--- src/core/dtc_pkg.sv ---
// dual timer/counter: register offsets, field positions, reset values, modes.
// assumes a single processor clock domain and byte-wide register access.
package dtc_pkg;

  // --------------------------------------------------------------------------
  // register offsets on the special register port
  // --------------------------------------------------------------------------
  localparam logic [7:0] ADDR_TIMER_RUN_CONTROL = 8'h88;  // flags and run bits
  localparam logic [7:0] ADDR_TIMER_MODE_SELECT = 8'h89;  // gate, select, mode
  localparam logic [7:0] ADDR_TIMER0_COUNT_LOW  = 8'h8A;
  localparam logic [7:0] ADDR_TIMER1_COUNT_LOW  = 8'h8B;
  localparam logic [7:0] ADDR_TIMER0_COUNT_HIGH = 8'h8C;
  localparam logic [7:0] ADDR_TIMER1_COUNT_HIGH = 8'h8D;

  // --------------------------------------------------------------------------
  // field positions
  // --------------------------------------------------------------------------
  localparam int OVF_CH1_BIT  = 7;  // run control: overflow flag ch1
  localparam int RUN_CH1_BIT  = 6;  // run control: run bit ch1
  localparam int OVF_CH0_BIT  = 5;  // run control: overflow flag ch0
  localparam int RUN_CH0_BIT  = 4;  // run control: run bit ch0
  localparam int GATE_CH1_BIT = 7;  // mode select: gate enable ch1
  localparam int SEL_CH1_BIT  = 6;  // mode select: 1 counter, 0 timer, ch1
  localparam int MODE_CH1_LSB = 4;  // mode select: mode field ch1 [5:4]
  localparam int GATE_CH0_BIT = 3;
  localparam int SEL_CH0_BIT  = 2;
  localparam int MODE_CH0_LSB = 0;  // mode field ch0 [1:0]
  localparam int MODE_LOW_ZERO_MSB = 7;  // 13-bit mode: low byte bits 7..5 held zero
  localparam int MODE_LOW_ZERO_LSB = 5;

  // --------------------------------------------------------------------------
  // reset values and timing
  // --------------------------------------------------------------------------
  localparam logic [7:0] REG_RESET_VALUE = 8'h00;
  localparam int         CLK_PERIOD_NS   = 8;   // processor clock, 125 MHz
  localparam int         MCYCLE_CLKS     = 12;  // processor clocks per machine cycle

  // --------------------------------------------------------------------------
  // channel modes
  // --------------------------------------------------------------------------
  typedef enum logic [1:0] {
    MODE_13BIT  = 2'b00,
    MODE_16BIT  = 2'b01,
    MODE_RELOAD = 2'b10,
    MODE_SPLIT  = 2'b11
  } dtc_mode_type;

endpackage

--- src/core/dtc_top.sv ---
// dual timer/counter channels with their control, mode and count registers.
// assumes the core's byte register port, count and gate pins synchronous to CLK_I.
//
// Notes on behaviour
// - two channels, each 16-bit, low and high byte
// - timer mode counts once per twelve clocks
// - counter mode counts falling edges of own input
// - edge seen over two machine-cycle samples
// - run bits 6 and 4 enable channels
// - two-bit mode field selects four modes
// - mode 0: 13 bits, low byte top zero
// - mode 2: low byte reloads from high
// - channel 1 in mode 3 holds its count
// - channel 0 mode 3: two 8-bit counters
// - split high byte uses ch1 run, flag
// - overflow sets flag; software or ack clears
// - select bit: 1 counter, 0 timer
// - gate bit adds external pin to run
module dtc_top #(
  parameter int MCYCLE_CLKS_P = dtc_pkg::MCYCLE_CLKS  // clocks per machine cycle
) (
  // clock and reset
  input  wire logic       CLK_I,
  input  wire logic       ARST_N_I,
  // special register port
  input  wire logic [7:0] SFR_ADDR_I,
  input  wire logic       SFR_WE_I,
  input  wire logic [7:0] SFR_WDATA_I,
  output logic      [7:0] SFR_RDATA_O,
  // external count and gate pins
  input  wire logic       COUNT_INPUT_CH0_I,
  input  wire logic       COUNT_INPUT_CH1_I,
  input  wire logic       GATE_PIN_CH0_I,
  input  wire logic       GATE_PIN_CH1_I,
  // overflow flags to the interrupt controller and its acknowledges
  input  wire logic       OVF_ACK_CH0_I,
  input  wire logic       OVF_ACK_CH1_I,
  output logic            OVERFLOW_FLAG_CH0_O,
  output logic            OVERFLOW_FLAG_CH1_O
);
  import dtc_pkg::*;

  localparam int PW = $clog2(MCYCLE_CLKS_P);
  localparam logic [PW-1:0] PRE_LAST = PW'(MCYCLE_CLKS_P - 1);

  // --------------------------------------------------------------------------
  // reset release
  // --------------------------------------------------------------------------
  logic [1:0] rst_sync_q;  // two-stage release of the async reset
  logic       rst_n;       // reset copy used everywhere else

  // async assert, clocked release
  always_ff @(posedge CLK_I or negedge ARST_N_I) begin
    if (!ARST_N_I) begin
      rst_sync_q <= 2'b00;
    end else begin
      rst_sync_q <= {rst_sync_q[0], 1'b1};
    end
  end
  assign rst_n = rst_sync_q[1];

  // --------------------------------------------------------------------------
  // state
  // --------------------------------------------------------------------------
  logic [PW-1:0] pre_q, pre_d;        // machine-cycle prescaler
  logic          tick_q, tick_d;      // one-cycle machine-cycle enable
  logic [1:0]    samp_q, samp_d;      // count pins, sampled once per machine cycle
  logic [7:0]    ctl_q, ctl_d;        // timer_run_control
  logic [7:0]    mod_q, mod_d;        // timer_mode_select
  logic [7:0]    lo0_q, lo0_d;        // timer0_count_low
  logic [7:0]    hi0_q, hi0_d;        // timer0_count_high
  logic [7:0]    lo1_q, lo1_d;        // timer1_count_low
  logic [7:0]    hi1_q, hi1_d;        // timer1_count_high
  logic [7:0]    rdata_q, rdata_d;    // registered read data
  // helper terms
  logic [1:0]    ev;                  // count event per channel
  logic [1:0]    run;                 // run and gate combined per channel
  logic          set0, set1;          // hardware overflow this cycle
  dtc_mode_type  mode0, mode1;
  logic [16:0]   st0, st1;            // step results {ovf, high, low}
  logic [8:0]    hsum;                // split-mode high byte sum

  assign mode0 = dtc_mode_type'(mod_q[MODE_CH0_LSB +: 2]);
  assign mode1 = dtc_mode_type'(mod_q[MODE_CH1_LSB +: 2]);

  // one increment step of a channel in its mode
  function automatic logic [16:0] step(input dtc_mode_type m, input logic [7:0] hi, input logic [7:0] lo);
    logic [13:0] s13;
    logic [16:0] s16;
    s13 = 14'h0000;
    s16 = 17'h00000;
    case (m)
      MODE_13BIT: begin
        s13 = {1'b0, hi, lo[4:0]} + 14'h0001;
        step = {s13[13], s13[12:5], 3'b000, s13[4:0]};
      end
      MODE_16BIT: begin
        s16 = {1'b0, hi, lo} + 17'h00001;
        step = s16;
      end
      MODE_RELOAD: begin  // reload comes from the unchanged high byte
        step = (lo == 8'hFF) ? {1'b1, hi, hi} : {1'b0, hi, lo + 8'h01};
      end
      MODE_SPLIT: begin  // low byte alone, high byte untouched here
        step = {(lo == 8'hFF), hi, lo + 8'h01};
      end
      default: begin
        step = {1'b0, hi, lo};
      end
    endcase
  endfunction

  // --------------------------------------------------------------------------
  // count events
  // --------------------------------------------------------------------------
  // pin reads only at machine-cycle ticks, so a level shorter than one
  // machine cycle may be missed entirely; the source must respect that
  always_comb begin
    run[0] = ctl_q[RUN_CH0_BIT] & (~mod_q[GATE_CH0_BIT] | GATE_PIN_CH0_I);
    run[1] = ctl_q[RUN_CH1_BIT] & (~mod_q[GATE_CH1_BIT] | GATE_PIN_CH1_I);
    // falling edge = high at last sample, low now: two machine cycles
    ev[0] = tick_q & (mod_q[SEL_CH0_BIT] ? (samp_q[0] & ~COUNT_INPUT_CH0_I) : 1'b1);
    ev[1] = tick_q & (mod_q[SEL_CH1_BIT] ? (samp_q[1] & ~COUNT_INPUT_CH1_I) : 1'b1);
  end

  // --------------------------------------------------------------------------
  // next-state logic
  // --------------------------------------------------------------------------
  always_comb begin
    pre_d  = (pre_q == PRE_LAST) ? '0 : pre_q + PW'(1);
    tick_d = (pre_q == PRE_LAST);
    samp_d = tick_q ? {COUNT_INPUT_CH1_I, COUNT_INPUT_CH0_I} : samp_q;
    ctl_d  = ctl_q;
    mod_d  = mod_q;
    lo0_d  = lo0_q;
    hi0_d  = hi0_q;
    lo1_d  = lo1_q;
    hi1_d  = hi1_q;
    set0   = 1'b0;
    set1   = 1'b0;
    st0    = step(mode0, hi0_q, lo0_q);
    st1    = step(mode1, hi1_q, lo1_q);
    hsum   = {1'b0, hi0_q} + 9'h001;
    // channel 0, or its low byte in split mode
    if (ev[0] && run[0]) begin
      {set0, hi0_d, lo0_d} = st0;
    end
    // split mode: high byte is a timer run by the ch1 run bit
    if (mode0 == MODE_SPLIT && tick_q && ctl_q[RUN_CH1_BIT]) begin
      hi0_d = hsum[7:0];
      set1  = hsum[8];
    end
    // channel 1 holds in mode 3; its flag belongs to ch0 high when split
    if (mode1 != MODE_SPLIT && ev[1] && run[1]) begin
      hi1_d = st1[15:8];
      lo1_d = st1[7:0];
      if (mode0 != MODE_SPLIT) begin
        set1 = st1[16];
      end
    end
    // software writes win over the increment of the same cycle
    if (SFR_WE_I) begin
      case (SFR_ADDR_I)
        ADDR_TIMER_RUN_CONTROL: ctl_d = SFR_WDATA_I;
        ADDR_TIMER_MODE_SELECT: mod_d = SFR_WDATA_I;
        ADDR_TIMER0_COUNT_LOW:  lo0_d = SFR_WDATA_I;
        ADDR_TIMER1_COUNT_LOW:  lo1_d = SFR_WDATA_I;
        ADDR_TIMER0_COUNT_HIGH: hi0_d = SFR_WDATA_I;
        ADDR_TIMER1_COUNT_HIGH: hi1_d = SFR_WDATA_I;
        default: ;  // unmapped: ignored
      endcase
    end
    // flags: ack clears, hardware set wins over any clear
    if (OVF_ACK_CH0_I) begin
      ctl_d[OVF_CH0_BIT] = 1'b0;
    end
    if (OVF_ACK_CH1_I) begin
      ctl_d[OVF_CH1_BIT] = 1'b0;
    end
    ctl_d[OVF_CH0_BIT] = ctl_d[OVF_CH0_BIT] | set0;
    ctl_d[OVF_CH1_BIT] = ctl_d[OVF_CH1_BIT] | set1;
    // read mux, registered; unmapped reads zero
    case (SFR_ADDR_I)
      ADDR_TIMER_RUN_CONTROL: rdata_d = ctl_q;
      ADDR_TIMER_MODE_SELECT: rdata_d = mod_q;
      ADDR_TIMER0_COUNT_LOW:  rdata_d = lo0_q;
      ADDR_TIMER1_COUNT_LOW:  rdata_d = lo1_q;
      ADDR_TIMER0_COUNT_HIGH: rdata_d = hi0_q;
      ADDR_TIMER1_COUNT_HIGH: rdata_d = hi1_q;
      default:                rdata_d = 8'h00;
    endcase
  end

  // --------------------------------------------------------------------------
  // registers
  // --------------------------------------------------------------------------
  always_ff @(posedge CLK_I or negedge rst_n) begin
    if (!rst_n) begin
      pre_q   <= '0;
      tick_q  <= 1'b0;
      samp_q  <= 2'b00;
      ctl_q   <= REG_RESET_VALUE;
      mod_q   <= REG_RESET_VALUE;
      lo0_q   <= REG_RESET_VALUE;
      hi0_q   <= REG_RESET_VALUE;
      lo1_q   <= REG_RESET_VALUE;
      hi1_q   <= REG_RESET_VALUE;
      rdata_q <= REG_RESET_VALUE;
    end else begin
      pre_q   <= pre_d;
      tick_q  <= tick_d;
      samp_q  <= samp_d;
      ctl_q   <= ctl_d;
      mod_q   <= mod_d;
      lo0_q   <= lo0_d;
      hi0_q   <= hi0_d;
      lo1_q   <= lo1_d;
      hi1_q   <= hi1_d;
      rdata_q <= rdata_d;
    end
  end

  assign SFR_RDATA_O         = rdata_q;
  assign OVERFLOW_FLAG_CH0_O = ctl_q[OVF_CH0_BIT];
  assign OVERFLOW_FLAG_CH1_O = ctl_q[OVF_CH1_BIT];

  logic wr_t0, wr_t1;  // any software write to a channel's count bytes
  assign wr_t0 = SFR_WE_I && (SFR_ADDR_I == ADDR_TIMER0_COUNT_LOW || SFR_ADDR_I == ADDR_TIMER0_COUNT_HIGH);
  assign wr_t1 = SFR_WE_I && (SFR_ADDR_I == ADDR_TIMER1_COUNT_LOW || SFR_ADDR_I == ADDR_TIMER1_COUNT_HIGH);
endmodule

--- config.mk ---
export PLATFORM = sky130hd
export DESIGN_NAME = dtc_top
export DESIGN_NICKNAME = d
export VERILOG_FILES = /design/src/core/dtc_pkg.sv /design/src/core/dtc_top.sv
export SDC_FILE = /design/constraint.sdc
export NUM_CORES = 1
export LEC_CHECK = 0
export BUFFER_PORTS_ARGS = -buffer_cell sky130_fd_sc_hd__buf_2
export CAP_MARGIN = 20
export CORE_MARGIN = 4
export CORE_UTILIZATION = 40
export CTS_CLUSTER_DIAMETER = 150
export DETAILED_ROUTE_END_ITERATION = 12
export HOLD_SLACK_MARGIN = 0.05
export PLACE_DENSITY = 0.56
export SLEW_MARGIN = 20
export SYNTH_ARGS = -nofsm -noshare
export SYNTH_HDL_FRONTEND = slang
export SYNTH_SLANG_ARGS = --single-unit
--- constraint.sdc ---
create_clock -name CLK_I -period 4.05 [get_ports CLK_I]
set_input_delay 1.215 -clock CLK_I [delete_from_list [all_inputs] [get_ports CLK_I]]
set_output_delay 1.215 -clock CLK_I [all_outputs]
set_load 0.1 [all_outputs]
==> results of run 1 <==
[stage by stage]
| stage | worst slack, ps | area, um2 |
|---|---|---|
| after floorplan | 1420 | 3970 |
| after global placement | 901 | 4210 |
| after global routing | 975 | 4410 |
| final | 1120 | 4410 |
| after detailed placement | 791 | 4210 |
| after CTS | 1160 | 4410 |
[cell usage after synthesis (3+ instances only)]
cell type / n
xor2_1: 3
buf_2: 5
nand4_1: 7
and3_1: 6
o211ai_1: 6
nand2_1: 57
and4_1: 7
clkbuf_8: 4
clkbuf_1: 5
nor2_1: 48
a211oi_1: 4
mux4_2: 7
a21o_1: 4
a22oi_1: 8
o31ai_1: 3
ha_1: 4
nor3_1: 7
a21oi_1: 37
nand2b_1: 3
o22ai_1: 5
a31oi_1: 6
nor2b_1: 4
inv_1: 8
dfrtp_1: 65
mux2_2: 17
o21ai_0: 17
mux2i_1: 6
xnor2_1: 13
nand3_1: 16
[flip-flops by register name, summed over array words and instances, names as in the netlist]
register and cells:
SFR_RDATA_O 8, ctl_q 8, hi0_q 8, hi1_q 8, lo0_q 8, lo1_q 8, mod_q 8, pre_q 4
rst_sync_q 2, samp_q 2, tick_q 1
[final cells by class]
cell class / count / share of cell area
tap: 133 / 0.0377
timing repair buffer: 37 / 0.0437
multi-input combinational: 326 / 0.496
sequential: 65 / 0.369
clock buffer: 12 / 0.0352
clock inverter: 4 / 0.0116
inverter: 8 / 0.00681
[layer usage]
layer / routed length [um] / global-route usage / part of all wire / vias to the layer above
li1: - / - / - / 1589
met1: 5350 / 0.304 / 0.46 / 1671
met5: 0 / 0 / 0 / -
met4: 302 / 0.0658 / 0.026 / 0
met3: 780 / 0.0546 / 0.068 / 18
met2: 5100 / 0.301 / 0.44 / 142
[worst max-delay path, cell delays in order]
cell      delay (ps)
buf_2            100
nor4b_2          320
and3b_1          490
nand3_1          180
nor2_1           560
a211oi_1         110
a21o_1           190
[cell families after synthesis]
group	after synthesis	synth area share
flops	65	0.410
compound gates	105	0.173
other cells	1	0.000945
simple gates	169	0.220
mux	31	0.110
buf+inv	26	0.0391
fa+ha+maj	4	0.0126
xor+xnor	16	0.0353
[power breakdown]
group          leakage (nW)  internal [mW]  total, mW  switching (mW)
Clock                 0.103          0.318      0.578           0.260
Combinational         0.949         0.0757      0.171          0.0949
Sequential            0.823          0.682      0.752          0.0703
[worst max-delay path by stage]
stage                              from                 end  cells past startpoint
after floorplan           SFR_ADDR_I[5]  lo0_q[1]$_DFF_PN0_                      7
after global placement    SFR_ADDR_I[5]  lo1_q[4]$_DFF_PN0_                      7
after detailed placement  SFR_ADDR_I[5]  lo1_q[4]$_DFF_PN0_                      7
after CTS                 SFR_ADDR_I[5]  lo1_q[4]$_DFF_PN0_                      7
after global routing      SFR_ADDR_I[5]  lo1_q[4]$_DFF_PN0_                      7
final                     SFR_ADDR_I[5]  lo1_q[4]$_DFF_PN0_                      7
==> flow_summary_export.csv, run 1 <==
group,metric,value,unit
worst_setup_path,path_class,"in2reg",
routing,drt-pass1-iter-count,5,
timing,worst_pin_slew,932,ps
clock_tree,clk_pin_slew,70,ps
synthesis,ys_top_cells_by_area,"dfrtp_1 (41%), nand2_1 (5.4%), mux2_2 (4.8%)",
timing,slew_violations,0,
timing,relSlewSlack,0.379,
floorplanning,rows,36,
routing,remaining_drc_errors,0,
clock_tree,cts_resized,0,
outcome,status,"complete, no violations",
power,cellLeakagePower,1.87,nW
cells_and_area,fin_nets,476,
placed_design,place.detailed.hpwl,8290,um
synthesis,synth_ff_type,"dfrtp_1",
hold_path,hold_start,"rst_sync_q[0]$_DFF_PN0_",
synthesis,synth-seq-cells,65,
clock_tree,postCtsSetupBuffers,0,
routing,routedWlPerCell,19.7,um
grt,grt_pass1_vias,3169,
synthesis,synth_edf_count,0,
floorplanning,num_io_pins,35,
floorplanning,coreArea,9730,um2
worst_setup_path,startpoint_type,"input pin",
cells_and_area,stdcell_count,585,
floorplanning,die_h,108,um
clock_tree,cts_hold_buf,0,
hold_path,hold_path_class,"reg2reg",
placed_design,dp.cells,569,
timing,skew,6.42,ps
synthesis,syn_nets,446,
power,power_density,340,nW/um2
timing,setup_viol,0,
clock_tree,cts_sinks,65,
grt,grt_usage,0.208,
synthesis,netlist_area,3970,um2
cells_and_area,utilization,0.453,
timing,fmax,0.341,GHz
synthesis,yosys_warnings,0,
cells_and_area,areaGrowthSynthToFinish,11.1,%
cells_and_area,layout_commonest_cell,"dfrtp_1",
worst_setup_path,crit_fanout,13,
timing,setup_tns,0,ps
synthesis,async_flop_share,1.00,
hold_path,hold_path_depth,0,
clock_tree,ctsRootBufferMaster,"clkbuf_8",
timing,rsz0062_at_grt,"false",
grt,grt_max_degree,41,
placed_design,io_buffers,34,
clock_tree,cts_tree,"built",
floorplanning,die_area,11600,um2
floorplanning,initial_utilization,0.408,
grt,grt_pass1_wl,18200,um
worst_setup_path,end_kind,"flop",
grt,overflow,0,
floorplanning,die_w,108,um
routing,drt-initial-drc-count,284,
worst_setup_path,worstReg2RegStart,"mod_q[5]$_DFFE_PN0P_",
routing,ant_nets,0,
cells_and_area,regArea,1630,um2
routing,routed_wl,11500,um
synthesis,synth_area_leader_cell,"dfrtp_1",
synthesis,synth_top_area_frac,0.410,
clock_tree,clkLatencyLatePin,350,ps
clock_tree,clk_path_buf_depth,2,
grt,antenna_found_initial,0,
synthesis,avgSynthCellArea,9.52,um2
timing,fin_crit,2930,ps
worst_setup_path,r2r_end,"hi1_q[3]$_DFF_PN0_",
cells_and_area,final_cell_mix,"dfrtp_1 (64), nand2_1 (57), nor2_1 (48), a21oi_1 (37), buf_2 (34)",
worst_setup_path,reg2reg_depth,6,
cells_and_area,drive_above_1_share,0.204,
power,total_power,1.50,mW
timing,fin_hold_ws,365,ps
clock_tree,cts_buffers,9,
synthesis,syn_inst,417,
worst_setup_path,worst-r2r-setup-slack,1780,ps
worst_setup_path,worstPathArrival,3170,ps
routing,viasPerCell,5.85,
cells_and_area,n_antenna_cell,0,
timing,timing.final.crit_share,0.724,
routing,vias,3420,
placed_design,place_congestion,0.932,
hold_path,min_to,"rst_sync_q[1]$_DFF_PN0_",
power,ir_drop,229,uV
clock_tree,htree_num_levels,3,
cells_and_area,multi_input_area,2190,um2
flow_run,maxCapViolations,0,
synthesis,ys_seq_area_frac,0.410,
timing,hold_viol_final,0,
cells_and_area,num-fill-cells,949,
synthesis,ys_types,60,
worst_setup_path,crit_required,4290,ps
No activity file was read; power rests on OpenSTA's default activity.
==> run 2, diff against run 1 <==
--- a/config.mk
+++ b/config.mk
@@ -5,6 +5,7 @@
 export SDC_FILE = /design/constraint.sdc
 export NUM_CORES = 1
 export LEC_CHECK = 0
+export ABC_AREA = 1
 export BUFFER_PORTS_ARGS = -buffer_cell sky130_fd_sc_hd__buf_2
 export CAP_MARGIN = 20
 export CORE_MARGIN = 4
==> constraint.sdc (replaced) <==
create_clock -name CLK_I -period 2.7 [get_ports CLK_I]
set_input_delay 0.81 -clock CLK_I [delete_from_list [all_inputs] [get_ports CLK_I]]
set_output_delay 0.81 -clock CLK_I [all_outputs]
set_load 0.1 [all_outputs]
==> run 2 against run 1 <==
Cell count grew 25%. Non-clock buffer count grew 1. Setup slack lost 490 ps. Critical path type unchanged. Critical endpoint is now ctl_q[7]$_DFF_PN0_.
==> flow_summary_export.csv, run 2 <==
group,metric,value,unit
worst_setup_path,crit_fanout,16,
synthesis,synth-seq-cells,65,
power,ir_drop,288,uV
clock_tree,postCtsSetupBuffers,0,
worst_setup_path,cp_slowest_cell,"nand2_1",
cells_and_area,design_area,4610,um2
power,cellLeakagePower,2.23,nW
placed_design,place.detailed.hpwl,9630,um
floorplanning,rows,36,
cells_and_area,drive_above_1_share,0.161,
worst_setup_path,startpoint_type,"input pin",
clock_tree,clkLatencyLatePin,360,ps
routing,ant_nets,0,
placed_design,post-place-ws,293,ps
clock_tree,clk_path_buf_depth,2,
worst_setup_path,end_kind,"flop",
floorplanning,die_h,110,um
power,combinationalPowerShare,0.126,
worst_setup_path,cp-endpoint,"ctl_q[7]$_DFF_PN0_",
synthesis,yosysMostFrequentCell,"nand2_1",
flow_run,maxCapViolations,0,
timing,slew_violations,0,
routing,vias,4000,
hold_path,hold_path_class,"in2async",
worst_setup_path,crit_path_max_incr_delay,300,ps
power,p_int,1.56,mW
synthesis,syn_inst,556,
power,p_sw,0.647,mW
synthesis,syn_nets,585,
timing,hold_viol_final,0,
floorplanning,coreArea,9910,um2
timing,fin_crit,2070,ps
grt,grt_usage,0.227,
synthesis,synth_top_area_frac,0.395,
clock_tree,clk_pin_slew,70,ps
grt,grt_max_degree,26,
grt,grt_pass1_vias,3811,
timing,setup_viol,0,
synthesis,synth_ff_type,"dfrtp_1",
clock_tree,cts_hold_buf,0,
worst_setup_path,crit_required,2920,ps
synthesis,ys_types,44,
power,power_frac_seq,0.498,
floorplanning,num_io_pins,35,
power,clock_power_share,0.376,
routing,viasPerCell,5.48,
synthesis,async_flop_share,1.00,
clock_tree,cts_buffers,9,
synthesis,synth_edf_count,0,
synthesis,synth_area_leader_cell,"dfrtp_1",
grt,overflow,0,
timing,setup_ws,626,ps
worst_setup_path,reg2reg_depth,8,
clock_tree,ctsRootBufferMaster,"clkbuf_8",
timing,setup_tns,0,ps
routing,drt-initial-drc-count,278,
power,power_density,479,nW/um2
power,switching_share,0.293,
cells_and_area,num-fill-cells,1033,
timing,relSlewSlack,0.618,
worst_setup_path,path_class,"in2reg",
floorplanning,die_w,110,um
cells_and_area,final_cell_mix,"nand2_1 (119), inv_1 (66), dfrtp_1 (64), o21ai_0 (53), nor2_1 (47)",
timing,timing.final.crit_share,0.768,
cells_and_area,fin_nets,621,
worst_setup_path,path_cells,"buf_2, nor2_1, nand2_1, inv_2, nand2_4, nor2_1, nand2_1, o21ai_0, o211ai_1",
synthesis,ys_top_cells_by_area,"dfrtp_1 (39%), nand2_1 (11%), o21ai_0 (6.4%)",
timing,fin_hold_ws,226,ps
worst_setup_path,critPathLaunch,"SFR_ADDR_I[5]",
worst_setup_path,worst-r2r-setup-slack,740,ps
floorplanning,die_area,12000,um2
cells_and_area,areaGrowthSynthToFinish,11.9,%
timing,worst_pin_slew,573,ps
placed_design,place_congestion,0.922,
placed_design,post_dp_cell_area,4420,um2
clock_tree,cts_resized,0,
synthesis,yosys_warnings,0,
placed_design,io_buffers,34,
floorplanning,initial_utilization,0.416,
clock_tree,cts_tree,"built",
cells_and_area,layout_commonest_cell,"nand2_1",
routing,remaining_drc_errors,0,
timing,rsz0062_at_grt,"false",
routing,routedWlPerCell,17.4,um
grt,antenna_found_initial,0,
timing,skew,12.9,ps
cells_and_area,utilization,0.465,
synthesis,ys_seq_area_frac,0.395,
worst_setup_path,r2r_end,"lo0_q[0]$_DFF_PN0_",
synthesis,netlist_area,4120,um2
clock_tree,htree_num_levels,3,
worst_setup_path,worstReg2RegStart,"lo0_q[0]$_DFF_PN0_",
routing,drt-pass1-iter-count,5,
clock_tree,cts_sinks,65,
worst_setup_path,worstPathArrival,2290,ps
synthesis,ys_top_cells_by_count,"nand2_1 (119), inv_1 (66), dfrtp_1 (65)",
timing,fmax,0.482,GHz
grt,grt_pass1_wl,20300,um
synthesis,avgSynthCellArea,7.41,um2
outcome,status,"complete, no violations",
routing,routed_wl,12700,um
cells_and_area,n_antenna_cell,0,
-- run 2: logic make-up after synthesis --
kind of cell | share of synthesized area
AOI/OAI and AO/OA | 0.196
muxes | 0.00516
xor gates and xnor gates | 0.0212
and+or+nand+nor | 0.284
DFF | 0.395
other | 0.000910
buffers and inverters | 0.0859
adders and majority gates | 0.0121
-- run 2: cell type report --
class | count | area (um2) | area share
sequential | 65 | 1630 | 0.353
multi-input combinational | 403 | 2140 | 0.464
clock buffer | 13 | 149 | 0.0323
tap | 133 | 166 | 0.0361
inverter | 75 | 287 | 0.0621
timing repair buffer | 38 | 200 | 0.0434
clock inverter | 3 | 40.0 | 0.00868
-- run 2: metrics by stage --
stage	power [mW]	cells
floorplan	1.28	556
global placement	1.39	714
detailed placement	1.39	714
CTS	2.23	730
global route	2.32	730
finish	2.21	730
-- run 2: power by group through the flow --
stage	combinational (mW)	clock [mW]	sequential, mW
after floorplan	0.177	0	1.10
after global placement	0.274	0	1.12
after detailed placement	0.277	0	1.12
after CTS	0.278	0.850	1.10
after global routing	0.313	0.896	1.11
final	0.280	0.831	1.10
-- run 2: critical path: cells and delay by family --
| family | cells | cell delay [ps] |
|---|---|---|
| AOI/OAI and AO/OA | 2 | 400 |
| buffers and inverters | 2 | 330 |
| and+or+nand+nor | 5 | 750 |
-- run 2: metal layers --
| layer | GRT usage | part of all wire |
|---|---|---|
| met1 | 0.303 | 0.44 |
| met2 | 0.368 | 0.46 |
| met3 | 0.0417 | 0.072 |
| met4 | 0.0864 | 0.028 |
| met5 | 0 | 0 |
-- run 2: worst min-delay path by stage --
stage / startpoint / to / slack, ps
floorplan: rst_sync_q[0]$_DFF_PN0_ / rst_sync_q[1]$_DFF_PN0_ / 330
global placement: rst_sync_q[1]$_DFF_PN0_ / lo0_q[4]$_DFF_PN0_ / 290
detailed placement: rst_sync_q[1]$_DFF_PN0_ / lo0_q[0]$_DFF_PN0_ / 290
global route: ARST_N_I / rst_sync_q[1]$_DFF_PN0_ / 210
CTS: ARST_N_I / rst_sync_q[1]$_DFF_PN0_ / 210
finish: ARST_N_I / rst_sync_q[1]$_DFF_PN0_ / 230
==> run 3, diff against run 2 <==
--- a/config.mk
+++ b/config.mk
@@ -5,7 +5,7 @@
 export SDC_FILE = /design/constraint.sdc
 export NUM_CORES = 1
 export LEC_CHECK = 0
-export ABC_AREA = 1
+export ABC_AREA = 0
 export BUFFER_PORTS_ARGS = -buffer_cell sky130_fd_sc_hd__buf_2
 export CAP_MARGIN = 20
 export CORE_MARGIN = 4
==> constraint.sdc (replaced) <==
create_clock -name CLK_I -period 2.1 [get_ports CLK_I]
set_input_delay 0.63 -clock CLK_I [delete_from_list [all_inputs] [get_ports CLK_I]]
set_output_delay 0.63 -clock CLK_I [all_outputs]
set_load 0.1 [all_outputs]
==> run 3 against run 2 <==
Routed wire length decreased by 6.6%. Critical endpoint is now lo0_q[2]$_DFF_PN0_. Non-clock buffer count is 37 higher. Sequential power rose by 28%.
==> flow_summary_export.csv, run 3 (synthesized netlist as in run 1, its figures left out) <==
group,metric,value,unit
clock_tree,cts_buffers,9,
floorplanning,die_w,108,um
timing,skew,8.31,ps
cells_and_area,regArea,1630,um2
floorplanning,die_h,108,um
timing,worst_pin_slew,518,ps
placed_design,place.detailed.hpwl,8810,um
worst_setup_path,worst-r2r-setup-slack,180,ps
placed_design,place_congestion,0.916,
timing,fin_crit,1920,ps
worst_setup_path,crit_path_max_incr_delay,360,ps
timing,slew_violations,0,
grt,overflow,0,
cells_and_area,multi_input_area,2190,um2
clock_tree,cts_tree,"built",
worst_setup_path,crit_fanout,7,
floorplanning,coreArea,9730,um2
placed_design,dp.cells,605,
clock_tree,htree_num_levels,3,
worst_setup_path,r2r_end,"lo0_q[2]$_DFF_PN0_",
routing,routed_wl,11900,um
timing,setup_tns,0,ps
timing,rsz0062_at_grt,"false",
worst_setup_path,path_class,"reg2reg",
worst_setup_path,reg2reg_depth,7,
worst_setup_path,worstPathArrival,2160,ps
grt,grt_pass1_wl,19200,um
routing,drt-pass1-iter-count,5,
cells_and_area,final_cell_mix,"dfrtp_1 (64), nand2_1 (57), nor2_1 (48), buf_4 (39), a21oi_1 (37)",
flow_run,maxCapViolations,0,
routing,remaining_drc_errors,0,
timing,timing.final.crit_share,0.915,
routing,routedWlPerCell,19.1,um
timing,relSlewSlack,0.655,
cells_and_area,layout_commonest_cell,"dfrtp_1",
clock_tree,clkLatencyLatePin,340,ps
clock_tree,cts_sinks,65,
floorplanning,rows,36,
clock_tree,ctsRootBufferMaster,"clkbuf_8",
worst_setup_path,end_kind,"flop",
cells_and_area,utilization,0.484,
cells_and_area,fin_nets,514,
floorplanning,initial_utilization,0.408,
worst_setup_path,path_cells,"ha_1, nand4_4, nor4_4, buf_4, mux2i_1, a211oi_1, a21o_1",
worst_setup_path,startpoint_type,"flop",
placed_design,io_buffers,34,
routing,viasPerCell,5.70,
floorplanning,die_area,11600,um2
floorplanning,num_io_pins,35,
power,power_density,616,nW/um2
worst_setup_path,cp_slowest_cell,"dfrtp_1",
power,cellLeakagePower,2.05,nW
clock_tree,clk_path_buf_depth,2,
cells_and_area,drive_above_1_share,0.265,
routing,vias,3552,
power,total_power,2.90,mW
grt,grt_usage,0.218,
routing,drt-initial-drc-count,306,
timing,setup_viol,0,
cells_and_area,areaGrowthSynthToFinish,18.6,%
timing,hold_viol_final,0,
worst_setup_path,crit_required,2330,ps
worst_setup_path,worstReg2RegStart,"lo0_q[0]$_DFF_PN0_",
outcome,status,"complete, no violations",
power,ir_drop,437,uV
timing,fin_hold_ws,246,ps
grt,grt_pass1_vias,3531,
cells_and_area,n_antenna_cell,0,
routing,ant_nets,0,
grt,grt_max_degree,43,
timing,fmax,0.520,GHz
cells_and_area,stdcell_count,623,
grt,antenna_found_initial,0,
hold_path,hold_path_class,"reg2async",
cells_and_area,num-fill-cells,957,
clock_tree,clk_pin_slew,80,ps
## run 3: changes by cell type in the layout (fill, tap and decap cells not counted), sizes merged, moves of 10 or more
cell,change
inv,-66
nand2,-71
mux2,+16
nor2,-10
buf,+36
nand3,-12
xnor2,+13
o21ai,-45
## run 3: area by class of cell
cell class,count,share of cell area
Multi-Input combinational cell,326,0.466
Inverter,8,0.00638
Clock buffer,11,0.0300
Clock inverter,5,0.0117
Tap cell,133,0.0354
Timing Repair Buffer,75,0.105
Sequential cell,65,0.346
## run 3: timing repair
item	CTS	global route
setup endpoints to repair	0	2
buffers inserted	0	1
hold buffers	1	0
gates resized for setup	0	1
hold endpoints to repair	2	0
## run 3: where the power goes
part | switching (mW) | leakage [nW] | internal (mW) | total, mW
clock network | 0.498 | 0.0953 | 0.577 | 1.07
logic | 0.227 | 1.14 | 0.185 | 0.412
registers | 0.0990 | 0.823 | 1.32 | 1.41
total | 0.824 | 2.05 | 2.08 | 2.90
## run 3: worst max-delay path by stage
stage / from / end / cells after the start
6_report: lo0_q[0]$_DFF_PN0_ / lo0_q[2]$_DFF_PN0_ / 7
5_1_grt: lo1_q[0]$_DFF_PN0_ / lo1_q[3]$_DFF_PN0_ / 8
4_1_cts: lo1_q[0]$_DFF_PN0_ / lo1_q[3]$_DFF_PN0_ / 8
3_5_place_dp: SFR_ADDR_I[5] / lo1_q[5]$_DFF_PN0_ / 6
3_3_place_gp: SFR_ADDR_I[5] / lo1_q[5]$_DFF_PN0_ / 6
2_1_floorplan: SFR_ADDR_I[5] / lo0_q[1]$_DFF_PN0_ / 7
## run 3: metal layers
| layer | vias up | share of wire | track usage |
|---|---|---|---|
| li1 | 1661 | - | - |
| met5 | - | 0 | 0 |
| met4 | 0 | 0.028 | 0.0775 |
| met2 | 157 | 0.45 | 0.332 |
| met1 | 1710 | 0.44 | 0.293 |
| met3 | 24 | 0.080 | 0.0684 |
## run 3: per-stage QoR
stage | setup slack, ps | area, um2
after floorplan | 57.9 | 3970
after CTS | 165 | 4690
final | 178 | 4710
after detailed placement | -73.8 | 4490
after global placement | -28.8 | 4490
after global routing | 7.75 | 4710
## run 3: worst max-delay path: cells and delay by family (launching register included)
kind,cells,cell delay [ps]
muxes,1,200
buffers and inverters,1,220
AOI/OAI and AO/OA,2,250
adders and majority gates,1,270
DFF,1,360
and+or+nand+nor,2,520
